--- src/rtcal_consts.svh ---
// Offsets, field positions, reset values and timing counts of the alarm control block
`ifndef RTCAL_CONSTS_SVH
`define RTCAL_CONSTS_SVH
`define RTCAL_OFS_CLOCK_CONTROL 3'h0
`define RTCAL_OFS_ALARM_CONTROL 3'h1
`define RTCAL_OFS_ALARM_TIME 3'h2
`define RTCAL_OFS_ALARM_DATE 3'h3
`define RTCAL_OFS_UNLOCK_KEY 3'h4
`define RTCAL_KEY_FIRST 32'haa996655
`define RTCAL_KEY_SECOND 32'h556699aa
`define RTCAL_CC_ENABLE 15
`define RTCAL_CC_IDLE_STOP 13
`define RTCAL_CC_CLKSEL_LO 9
`define RTCAL_CC_OUTSEL_LO 7
`define RTCAL_CC_RUNNING 6
`define RTCAL_CC_UNLOCK 3
`define RTCAL_CC_SYNC 2
`define RTCAL_CC_HALF_SECOND_FLAG 1
`define RTCAL_CC_OE 0
`define RTCAL_CC_CAL_LO 16
`define RTCAL_AC_ENABLE 15
`define RTCAL_AC_CHIME 14
`define RTCAL_AC_PIV 13
`define RTCAL_AC_SYNC 12
`define RTCAL_AC_MASK_LO 8
`define RTCAL_RESET_WORD 32'h00000000
`define RTCAL_CLK_HZ 200000000
`define RTCAL_RTC_HZ 32768
`define RTCAL_TICK_DIV (`RTCAL_CLK_HZ / `RTCAL_RTC_HZ)
`define RTCAL_HALF_TICKS 16384
`define RTCAL_SYNC_GUARD 32
`endif

--- src/rtcal_pkg.sv ---
// Types shared by the alarm control block
package rtcal_pkg;
   typedef enum logic [3:0] {
      RTCAL_EVERY_HALF = 4'b0000,
      RTCAL_EVERY_SEC = 4'b0001,
      RTCAL_EVERY_10SEC = 4'b0010,
      RTCAL_EVERY_MIN = 4'b0011,
      RTCAL_EVERY_10MIN = 4'b0100,
      RTCAL_EVERY_HOUR = 4'b0101,
      RTCAL_EVERY_DAY = 4'b0110,
      RTCAL_EVERY_WEEK = 4'b0111,
      RTCAL_EVERY_MONTH = 4'b1000,
      RTCAL_EVERY_YEAR = 4'b1001
   } rtcal_interval_t;
   typedef enum logic [1:0] {
      RTCAL_OUT_ALARM = 2'b00,
      RTCAL_OUT_SECONDS = 2'b01,
      RTCAL_OUT_RTC = 2'b10,
      RTCAL_OUT_NONE = 2'b11
   } rtcal_outsel_t;
endpackage

--- src/rtcal_prescaler.sv ---
// Half-second prescaler driven by an rtc-rate enable from a divider
`include "rtcal_consts.svh"
module rtcal_prescaler #(
   parameter int TICK_DIV = `RTCAL_TICK_DIV
) (
   input wire logic clk,
   input wire logic srst,
   input wire logic run,
   input wire logic seconds_write,
   output logic rtc_tick,
   output logic half_tick,
   output logic half_flag,
   output logic near_rollover
);
   logic [12:0] div_cnt;
   logic [13:0] pre_cnt;
   wire div_end = (div_cnt == 13'(TICK_DIV - 1));
   wire pre_end = (pre_cnt == 14'(`RTCAL_HALF_TICKS - 1));

   always_ff @(posedge clk) begin
      if (srst || !run) begin
         div_cnt <= 13'h0;
      end else begin
         div_cnt <= div_end ? 13'h0 : div_cnt + 13'h1;
      end
   end

   always_ff @(posedge clk) begin
      if (srst) begin
         rtc_tick <= 1'b0;
         half_tick <= 1'b0;
         half_flag <= 1'b0;
         pre_cnt <= 14'h0;
         near_rollover <= 1'b0;
      end else begin
         rtc_tick <= run && div_end;
         half_tick <= run && div_end && pre_end && !seconds_write;
         near_rollover <= pre_cnt >= 14'(`RTCAL_HALF_TICKS - `RTCAL_SYNC_GUARD);
         if (seconds_write) begin
            pre_cnt <= 14'h0;
            half_flag <= 1'b0;
         end else if (run && div_end) begin
            pre_cnt <= pre_end ? 14'h0 : pre_cnt + 14'h1;
            if (pre_end) begin
               half_flag <= !half_flag;
            end
         end
      end
   end
endmodule

--- src/rtcal_alarm_control.sv ---
// Real-time clock control and alarm unit with an Avalon-MM register slave
// What this block does
// - Enable writable only while write unlocked
// - Idle stop halts clock in idle
// - Unlock set only after key sequence
// - Half-second flag read-only, cleared by seconds write
// - Clock output driven only when enabled
// - Registers reset only at power-on
// - Alarm bits 31 to 16 read zero
// - Alarm events only while alarm enabled
// - Chime wraps repeat count 00 to ff
// - Without chime, count stops at zero
// - Pulse initial value writable only when disabled
// - Sync flag low only far from rollover
// - Interval field picks alarm period
// - February 29 yearly alarm every four years
// - Last alarm clears the alarm enable
// - Repeat count decrements on every event except at zero without chime
//
// Added by the designer: the register offsets and the Avalon-MM register port.
`include "rtcal_consts.svh"
module rtcal_alarm_control #(
   parameter int TICK_DIV = `RTCAL_TICK_DIV
) (
   input wire logic clk,
   input wire logic srst,
   input wire logic [2:0] address,
   input wire logic read,
   input wire logic write,
   input wire logic [31:0] writedata,
   input wire logic [3:0] byteenable,
   output logic [31:0] readdata,
   output logic waitrequest,
   input wire logic cpu_idle,
   input wire logic seconds_write,
   input wire logic [31:0] cur_time,
   input wire logic [31:0] cur_date,
   output logic clock_out,
   output logic alarm_pulse,
   output logic alarm_irq
);
   import rtcal_pkg::*;

   logic [31:0] clock_control;
   logic [15:0] alarm_control;
   logic [31:0] alarm_time;
   logic [31:0] alarm_date;
   logic key_first_seen;
   logic key_armed;
   logic [31:0] next_rdata;
   logic interval_match;
   logic rtc_tick;
   logic half_tick;
   logic half_flag;
   logic near_rollover;

   wire [31:0] be_mask = {{8{byteenable[3]}}, {8{byteenable[2]}},
                          {8{byteenable[1]}}, {8{byteenable[0]}}};
   wire do_write = write && !waitrequest;
   wire wr_cc = do_write && (address == `RTCAL_OFS_CLOCK_CONTROL);
   wire wr_ac = do_write && (address == `RTCAL_OFS_ALARM_CONTROL);
   wire wr_at = do_write && (address == `RTCAL_OFS_ALARM_TIME);
   wire wr_ad = do_write && (address == `RTCAL_OFS_ALARM_DATE);
   wire wr_key = do_write && (address == `RTCAL_OFS_UNLOCK_KEY);
   wire [31:0] cc_merged = (clock_control & ~be_mask) | (writedata & be_mask);
   wire [15:0] ac_merged = (alarm_control & ~be_mask[15:0]) | (writedata[15:0] & be_mask[15:0]);

   wire mod_enable = clock_control[`RTCAL_CC_ENABLE];
   wire idle_stop = clock_control[`RTCAL_CC_IDLE_STOP];
   wire write_unlock = clock_control[`RTCAL_CC_UNLOCK];
   wire clock_output_enable = clock_control[`RTCAL_CC_OE];
   wire [1:0] output_source_select = clock_control[`RTCAL_CC_OUTSEL_LO +: 2];
   wire running = mod_enable && !(idle_stop && cpu_idle);
   wire alarm_enable = alarm_control[`RTCAL_AC_ENABLE];
   wire chime = alarm_control[`RTCAL_AC_CHIME];
   wire [3:0] alarm_interval = alarm_control[`RTCAL_AC_MASK_LO +: 4];
   wire [7:0] repeat_count = alarm_control[7:0];
   wire alarm_sync_flag = near_rollover;
   wire alarm_event = half_tick && alarm_enable && interval_match;
   // Set request may only land while a completed key sequence is pending
   wire unlock_req = wr_cc && cc_merged[`RTCAL_CC_UNLOCK] && !write_unlock;

   rtcal_prescaler #(
      .TICK_DIV(TICK_DIV)
   ) u_pre (
      .clk(clk),
      .srst(srst),
      .run(running),
      .seconds_write(seconds_write),
      .rtc_tick(rtc_tick),
      .half_tick(half_tick),
      .half_flag(half_flag),
      .near_rollover(near_rollover)
   );

   // Fields: hours 29:24, minutes 22:16, seconds 14:8; date year 31:24,
   // month 20:16, day 13:8, weekday 2:0
   wire sec_eq = cur_time[14:8] == alarm_time[14:8];
   wire sec_lo_eq = cur_time[11:8] == alarm_time[11:8];
   wire min_eq = cur_time[22:16] == alarm_time[22:16];
   wire min_lo_eq = cur_time[19:16] == alarm_time[19:16];
   wire hour_eq = cur_time[29:24] == alarm_time[29:24];
   wire wday_eq = cur_date[2:0] == alarm_date[2:0];
   wire day_eq = cur_date[13:8] == alarm_date[13:8];
   wire month_eq = cur_date[20:16] == alarm_date[20:16];
   // Events land on the whole-second edge except in the half-second mode
   wire whole_sec = !half_flag;
   wire hms_eq = whole_sec && sec_eq && min_eq && hour_eq;

   always_comb begin
      case (rtcal_interval_t'(alarm_interval))
         RTCAL_EVERY_HALF: interval_match = 1'b1;
         RTCAL_EVERY_SEC: interval_match = whole_sec;
         RTCAL_EVERY_10SEC: interval_match = whole_sec && sec_lo_eq;
         RTCAL_EVERY_MIN: interval_match = whole_sec && sec_eq;
         RTCAL_EVERY_10MIN: interval_match = whole_sec && sec_eq && min_lo_eq;
         RTCAL_EVERY_HOUR: interval_match = whole_sec && sec_eq && min_eq;
         RTCAL_EVERY_DAY: interval_match = hms_eq;
         RTCAL_EVERY_WEEK: interval_match = hms_eq && wday_eq;
         RTCAL_EVERY_MONTH: interval_match = hms_eq && day_eq;
         // Feb 29 exists only in leap years
         RTCAL_EVERY_YEAR: interval_match = hms_eq && day_eq && month_eq;
         default: interval_match = 1'b0;
      endcase
   end

   // Unlock key sequence: first key then second key arms one unlock
   // Key sequence arming
   always_ff @(posedge clk) begin
      if (srst) begin
         key_first_seen <= 1'b0;
         key_armed <= 1'b0;
      end else if (wr_key) begin
         key_first_seen <= writedata == `RTCAL_KEY_FIRST;
         key_armed <= key_first_seen && (writedata == `RTCAL_KEY_SECOND);
      end else if (do_write) begin
         key_first_seen <= 1'b0;
         key_armed <= unlock_req ? 1'b0 : key_armed;
      end
   end

   always_ff @(posedge clk) begin
      if (srst) begin
         clock_control <= `RTCAL_RESET_WORD;
      end else begin
         if (wr_cc) begin
            clock_control[25:16] <= cc_merged[25:16];
            clock_control[`RTCAL_CC_IDLE_STOP] <= cc_merged[`RTCAL_CC_IDLE_STOP];
            clock_control[10:7] <= cc_merged[10:7];
            clock_control[`RTCAL_CC_OE] <= cc_merged[`RTCAL_CC_OE];
            if (write_unlock) begin
               clock_control[`RTCAL_CC_ENABLE] <= cc_merged[`RTCAL_CC_ENABLE];
            end
            if (!cc_merged[`RTCAL_CC_UNLOCK] || key_armed) begin
               clock_control[`RTCAL_CC_UNLOCK] <= cc_merged[`RTCAL_CC_UNLOCK];
            end
         end
         clock_control[`RTCAL_CC_RUNNING] <= running;
         clock_control[`RTCAL_CC_SYNC] <= near_rollover;
         clock_control[`RTCAL_CC_HALF_SECOND_FLAG] <= half_flag && !seconds_write;
      end
   end

   // Write lands first; an alarm event in the same cycle then acts on the written count and enable, but tests the old chime bit
   wire [15:0] ac_base = wr_ac ? ac_merged : alarm_control;
   wire ac_en = ac_base[`RTCAL_AC_ENABLE];
   wire [7:0] ac_cnt = ac_base[7:0];

   always_ff @(posedge clk) begin
      if (srst) begin
         alarm_control <= 16'(`RTCAL_RESET_WORD);
         alarm_pulse <= 1'b0;
         alarm_irq <= 1'b0;
      end else begin
         alarm_control[`RTCAL_AC_CHIME] <= ac_base[`RTCAL_AC_CHIME];
         alarm_control[11:8] <= ac_base[11:8];
         alarm_control[`RTCAL_AC_SYNC] <= near_rollover;
         alarm_irq <= alarm_event;
         if (wr_ac && !alarm_enable) begin
            alarm_pulse <= ac_merged[`RTCAL_AC_PIV];
         end else if (alarm_event) begin
            alarm_pulse <= !alarm_pulse;
         end
         alarm_control[`RTCAL_AC_PIV] <= 1'b0;
         if (alarm_event) begin
            if (ac_cnt != 8'h00 || chime) begin
               alarm_control[7:0] <= ac_cnt - 8'h01;
            end
            alarm_control[`RTCAL_AC_ENABLE] <= ac_en && !(ac_cnt == 8'h00 && !chime);
         end else begin
            alarm_control[7:0] <= ac_cnt;
            alarm_control[`RTCAL_AC_ENABLE] <= ac_en;
         end
      end
   end

   always_ff @(posedge clk) begin
      if (srst) begin
         alarm_time <= `RTCAL_RESET_WORD;
         alarm_date <= `RTCAL_RESET_WORD;
      end else begin
         if (wr_at) begin
            alarm_time <= (alarm_time & ~be_mask) | (writedata & be_mask);
         end
         if (wr_ad) begin
            alarm_date <= (alarm_date & ~be_mask) | (writedata & be_mask);
         end
      end
   end

   wire [31:0] ac_read = {16'h0000, alarm_control[15:14], alarm_pulse,
                          alarm_sync_flag, alarm_control[11:0]};
   always_comb begin
      case (address)
         `RTCAL_OFS_CLOCK_CONTROL: next_rdata = clock_control;
         `RTCAL_OFS_ALARM_CONTROL: next_rdata = ac_read;
         `RTCAL_OFS_ALARM_TIME: next_rdata = alarm_time;
         `RTCAL_OFS_ALARM_DATE: next_rdata = alarm_date;
         default: next_rdata = 32'h00000000;
      endcase
   end

   // One wait cycle per access; data registered with the low waitrequest
   always_ff @(posedge clk) begin
      if (srst) begin
         waitrequest <= 1'b1;
         readdata <= 32'h00000000;
      end else begin
         waitrequest <= !((read || write) && waitrequest);
         if (read && waitrequest) begin
            readdata <= next_rdata;
         end
      end
   end

   wire [1:0] sel_src = output_source_select;
   wire src_bit = (sel_src == RTCAL_OUT_ALARM) ? alarm_pulse :
                  (sel_src == RTCAL_OUT_SECONDS) ? half_flag :
                  (sel_src == RTCAL_OUT_RTC) ? rtc_tick : 1'b0;
   always_ff @(posedge clk) begin
      if (srst) begin
         clock_out <= 1'b0;
      end else begin
         clock_out <= clock_output_enable && src_bit;
      end
   end

   unlock_gate_a: assert property (@(posedge clk) disable iff (srst)
      wr_cc && !write_unlock |=> $stable(clock_control[`RTCAL_CC_ENABLE]))
      else $error("enable changed while locked");
   unlock_key_a: assert property (@(posedge clk) disable iff (srst)
      $rose(clock_control[`RTCAL_CC_UNLOCK]) |-> $past(key_armed) && $past(wr_cc))
      else $error("unlock set without key sequence");
   idle_halt_a: assert property (@(posedge clk) disable iff (srst)
      idle_stop && cpu_idle |=> !rtc_tick)
      else $error("prescaler ran in idle stop");
   half_second_flag_clear_a: assert property (@(posedge clk) disable iff (srst)
      seconds_write |=> !clock_control[`RTCAL_CC_HALF_SECOND_FLAG])
      else $error("half second flag not cleared");
   out_gate_a: assert property (@(posedge clk) disable iff (srst)
      !clock_output_enable |=> !clock_out)
      else $error("clock output active while disabled");
   upper_zero_a: assert property (@(posedge clk) disable iff (srst)
      address == `RTCAL_OFS_ALARM_CONTROL && read && waitrequest |=> readdata[31:16] == 16'h0000)
      else $error("alarm upper bits nonzero");
   event_gate_a: assert property (@(posedge clk) disable iff (srst)
      alarm_irq |-> $past(alarm_enable) && $past(half_tick))
      else $error("alarm event while disabled");
   chime_wrap_a: assert property (@(posedge clk) disable iff (srst)
      alarm_event && chime && !wr_ac && repeat_count == 8'h00 |=> repeat_count == 8'hff)
      else $error("chime did not wrap");
   count_stop_a: assert property (@(posedge clk) disable iff (srst)
      alarm_event && !chime && !wr_ac && repeat_count == 8'h00 |=> repeat_count == 8'h00)
      else $error("count moved below zero");
   count_dec_a: assert property (@(posedge clk) disable iff (srst)
      alarm_event && !wr_ac && repeat_count != 8'h00 |=> repeat_count == $past(repeat_count) - 8'h01)
      else $error("count did not decrement");
   last_clear_a: assert property (@(posedge clk) disable iff (srst)
      alarm_event && !wr_ac && !chime && repeat_count == 8'h00 |=> !alarm_enable ##1 !alarm_irq)
      else $error("enable not cleared on last alarm");
   pulse_toggle_a: assert property (@(posedge clk) disable iff (srst)
      alarm_event && !wr_ac |=> alarm_pulse != $past(alarm_pulse) && alarm_irq)
      else $error("pulse did not toggle");
   sync_flag_a: assert property (@(posedge clk) disable iff (srst)
      !near_rollover |-> !half_tick [*2])
      else $error("rollover inside quiet window");
endmodule

--- config.mk ---
export PLATFORM = sky130hd
export DESIGN_NAME = rtcal_alarm_control
export DESIGN_NICKNAME = d
export VERILOG_FILES = /design/src/rtcal_pkg.sv /design/src/rtcal_prescaler.sv /design/src/rtcal_alarm_control.sv
export VERILOG_INCLUDE_DIRS = /design/src /design/src/src
export SDC_FILE = /design/constraint.sdc
export NUM_CORES = 1
export LEC_CHECK = 0
export BUFFER_PORTS_ARGS = -buffer_cell sky130_fd_sc_hd__buf_2
export CAP_MARGIN = 15
export CORE_MARGIN = 2
export CORE_UTILIZATION = 43
export CTS_CLUSTER_SIZE = 8
export DETAILED_ROUTE_END_ITERATION = 7
export PLACE_DENSITY_LB_ADDON = 0.12
export RECOVER_POWER = 25
export SLEW_MARGIN = 5
export SYNTH_ARGS = -nofsm -noshare
export SYNTH_HDL_FRONTEND = slang
export SYNTH_SLANG_ARGS = --single-unit
--- constraint.sdc ---
create_clock -name clk -period 6.58 [get_ports clk]
set_clock_uncertainty 0.2 [all_clocks]
set_input_delay 0.658 -clock clk [delete_from_list [all_inputs] [get_ports clk]]
set_output_delay 0.658 -clock clk [all_outputs]
set_load 0.02 [all_outputs]
==> results.tsv <==
metric	value	unit
outcome	finished, violations left	
violated checks	max-capacitance violations, max-slew violations	
largest voltage drop on the vdd net	0.000182	V
number of nets produced by synthesis	1060	
average detailed-routed wire length per instance	18.0	um
largest delay contributor family on the critical path	buffers and inverters	
Final Hold Vio Count	0	
maximum fanout along the worst path	71	
library cell contributing the largest single delay on the critical path	sky130_fd_sc_hd__clkbuf_1	
sequential-to-total area share from yosys stat	42.0	%
number of different library cells in the post-synthesis netlist	65	
largest stage delay on the critical path	2.22	ns
maximum number of pins on one net before global-route repair	72	
post-cts sizing count	0	
antenna violations before repair	0	
floorplan die height	140	um
antenna viol nets, final	0	
unrepaired setup endpoints after global routing	no	
first-pass GRT wire length	35900	um
Clock H-tree levels	4	
total grt overflow	0	
Placer Congestion	0.810	
layout cell share with drive strength beyond 1	14.7	%
All-Layer GR Usage	23.2	%
critical path type	input pin to flop	
minimum setup slack after placement	2.43	ns
capture instance of the worst register-to-register path	alarm_control[6]	
Finished Layout Cells	1273	
count of mapped cells out of synthesis	946	
die width	140	um
number of buffers and inverters on the critical path	3	
number of instances on the worst hold path	2	
category of the worst setup path launch point	input pin	
Power Total	2.23	mW
Synthesis Warnings	0	
count of cells along the worst register-to-register path	10	
First DRT Iteration DRCs	546	
clock insertion delay at the later pin of the skew report	0.43	ns
area taken by flip-flops and latches	3360	sq um
startpoint of the worst register-to-register path	waitrequest	
Max Buffers Root-to-Sink	2	
area of combinational cells with multiple inputs	4340	sq um
maximum operating frequency	237	MHz
worst path setup slack after routing	2.36	ns
worst min path class	flop to flop	
Max Cap Violations	1	
met1 track demand over resource in global routing	34.3	%
CTS tree	yes	
syn_area_per_cell	8.46	sq um
Port Buf Inserts	114	
average vias per placed instance	5.60	
diode insertion count for antenna repair	0	
cell area after technology mapping	8000	sq um
routed vias	7135	
Clock Root Buffer	sky130_fd_sc_hd__clkbuf_16	
Detail Placement HPWL	15800	um
asr flop ratio synth	0	%
required time of the worst setup path	6.69	ns
Post-CTS Setup Bufs	0	
I/O pins	145	
Cells after DPL	1241	
worst max-slew margin expressed relative to the limit	-114	%
synthesized flop and latch total	168	
share of the core filled with cells	51.0	%
kind of end point of the critical path	flop	
CORE AREA	18100	sq um
post-route minimum period	4.22	ns
number of CTS-inserted buffers	17	
total negative setup slack	0	ns
hold-fix buffers at CTS	0	
Routed WL	22900	um
site row count	49	
count of endpoints failing setup in the final report	0	
number of enable-type register cells in the synthesized netlist	0	
DRC	0	
Net count, final	1145	
clock transition at the registers of the reported paths	0.07	ns
Worst Path Arrival	4.34	ns
fill count	1768	
busiest layer in global routing	met1	
met2 Resource Use GR	34.2	%
leakage power of the design	3.41	nW
count of TritonRoute iterations in the first routing pass	5	
chain of cells forming the critical path	clkbuf_1 > buf_4 > inv_1 > and3_1	
Power Density	241	nW/um^2
Slew Viols, Final	72	
Layout Area Growth over Synthesis	15.3	%
area of the die	19700	sq um
Sink Count	168	
Most used DFF post-synth	sky130_fd_sc_hd__dfxtp_1	
portion of the clock cycle consumed by the worst path in the final layout	64.1	%
Worst Tran Pin Value	3.21	ns
minimum setup slack among reg-to-reg paths	3.33	ns
number of global-route vias before repair	6491	
initial cell density of the core	44.2	%
met3 usage in global routing	4.62	%
[stage by stage]
| stage | area [sq um] | hold slack, ns |
|---|---|---|
| 6_report | 9230 | 0.251 |
| 5_1_grt | 9230 | 0.271 |
| 4_1_cts | 9270 | 0.255 |
| 3_5_place_dp | 8660 | 0.246 |
| 3_3_place_gp | 8660 | 0.238 |
| 2_1_floorplan | 8000 | 0.230 |
[layout by cell type (no fill, tap or decap), types with 2 or more instances in the layout]
| cell | count |
|---|---|
| sky130_fd_sc_hd__dfxtp_1 | 168 |
| sky130_fd_sc_hd__nor2_1 | 124 |
| sky130_fd_sc_hd__nand2_1 | 114 |
| sky130_fd_sc_hd__a21oi_1 | 85 |
| sky130_fd_sc_hd__nand3_1 | 83 |
| sky130_fd_sc_hd__buf_2 | 77 |
| sky130_fd_sc_hd__mux2i_1 | 43 |
| sky130_fd_sc_hd__clkbuf_1 | 38 |
| sky130_fd_sc_hd__xnor2_1 | 33 |
| sky130_fd_sc_hd__xor2_1 | 28 |
| sky130_fd_sc_hd__mux2_2 | 22 |
| sky130_fd_sc_hd__a22oi_1 | 22 |
| sky130_fd_sc_hd__o211ai_1 | 19 |
| sky130_fd_sc_hd__clkbuf_16 | 17 |
| sky130_fd_sc_hd__a22o_1 | 15 |
| sky130_fd_sc_hd__o21ai_0 | 15 |
| sky130_fd_sc_hd__inv_1 | 12 |
| sky130_fd_sc_hd__nand4_1 | 11 |
| sky130_fd_sc_hd__and3_1 | 9 |
| sky130_fd_sc_hd__nor4bb_1 | 8 |
| sky130_fd_sc_hd__nor3_1 | 8 |
| sky130_fd_sc_hd__buf_4 | 7 |
| sky130_fd_sc_hd__ha_1 | 5 |
| sky130_fd_sc_hd__clkinvlp_4 | 5 |
| sky130_fd_sc_hd__nor2b_1 | 4 |
| sky130_fd_sc_hd__and2_1 | 4 |
| sky130_fd_sc_hd__nor4_1 | 4 |
| sky130_fd_sc_hd__a31oi_1 | 4 |
| sky130_fd_sc_hd__a211oi_1 | 3 |
| sky130_fd_sc_hd__or4_1 | 3 |
| sky130_fd_sc_hd__or3_1 | 3 |
| sky130_fd_sc_hd__nor4b_1 | 3 |
| sky130_fd_sc_hd__bufinv_16 | 3 |
| sky130_fd_sc_hd__nand2b_1 | 2 |
| sky130_fd_sc_hd__and4_2 | 2 |
| sky130_fd_sc_hd__nand4b_1 | 2 |
| sky130_fd_sc_hd__and4b_1 | 2 |
| sky130_fd_sc_hd__inv_6 | 2 |
[Yosys cell counts, drive strengths merged, types with 8 or more instances]
cell type / n / area (sq um)
and3: 10 / 63.8
a22o: 15 / 131
nor2: 124 / 465
nor4bb: 8 / 80.1
dfxtp: 168 / 3360
nand4: 11 / 68.8
nand3: 84 / 425
clkbuf: 49 / 204
xnor2: 33 / 289
mux2: 23 / 263
nand2: 115 / 434
nor3: 9 / 45.0
mux2i: 43 / 430
a21oi: 86 / 434
inv: 12 / 45.0
o211ai: 19 / 143
xor2: 28 / 245
o21ai: 16 / 83.8
a22oi: 22 / 165
[routing by layer]
metal  vias up  part of all wire [%]
met4         0                   1.7
met3        27                   6.5
met2       245                    44
met1      3364                    48
li1       3499                     -
met5         -                     0
[tightest hold or removal path, cell delays in order, from the launching register on]
cell                      delay [ns]
sky130_fd_sc_hd__dfxtp_1        0.31
sky130_fd_sc_hd__nand2_1        0.05
sky130_fd_sc_hd__a21oi_1        0.05
[cells by family (layout without fill, tap and decap cells)]
family                     count (synthesis)  count (layout)  synth area share [%]
and+or+nand+nor                          400             400                  23.7
muxes                                     66              66                  8.66
DFF                                      168             168                  42.0
adders and majority gates                  5               5                 0.782
buffers and inverters                     67             165                  3.78
xor gates and xnor gates                  61              61                  6.68
AOI/OAI and AO/OA                        179             179                  14.3
[how the worst max path moves through the flow]
| stage | start | endpoint | slack, ns | cells past startpoint |
|---|---|---|---|---|
| after global routing | srst | u_pre.near_rollover | 2.08 | 4 |
| final | srst | clock_out | 2.36 | 4 |
| after floorplan | write | alarm_control[6] | 3.56 | 11 |
| after detailed placement | address[1] | alarm_control[6] | 2.43 | 10 |
| after CTS | address[1] | alarm_control[6] | 2.87 | 10 |
| after global placement | address[1] | alarm_control[6] | 2.48 | 10 |
[area by class of cell]
| cell class | count | area share [%] |
|---|---|---|
| Sequential cell | 168 | 36.5 |
| Multi-Input combinational cell | 711 | 47.1 |
| Timing Repair Buffer | 121 | 6.25 |
| Clock buffer | 19 | 4.80 |
| Inverter | 12 | 0.488 |
| Clock inverter | 13 | 1.84 |
| Tap cell | 229 | 3.11 |
[report_power, final]
part | internal (mW) | total, mW | switching [mW]
logic | 0.0474 | 0.155 | 0.107
registers | 1.02 | 1.03 | 0.00548
clock network | 0.612 | 1.04 | 0.430
total | 1.68 | 2.23 | 0.542
No activity file was read; power rests on OpenSTA's default activity.
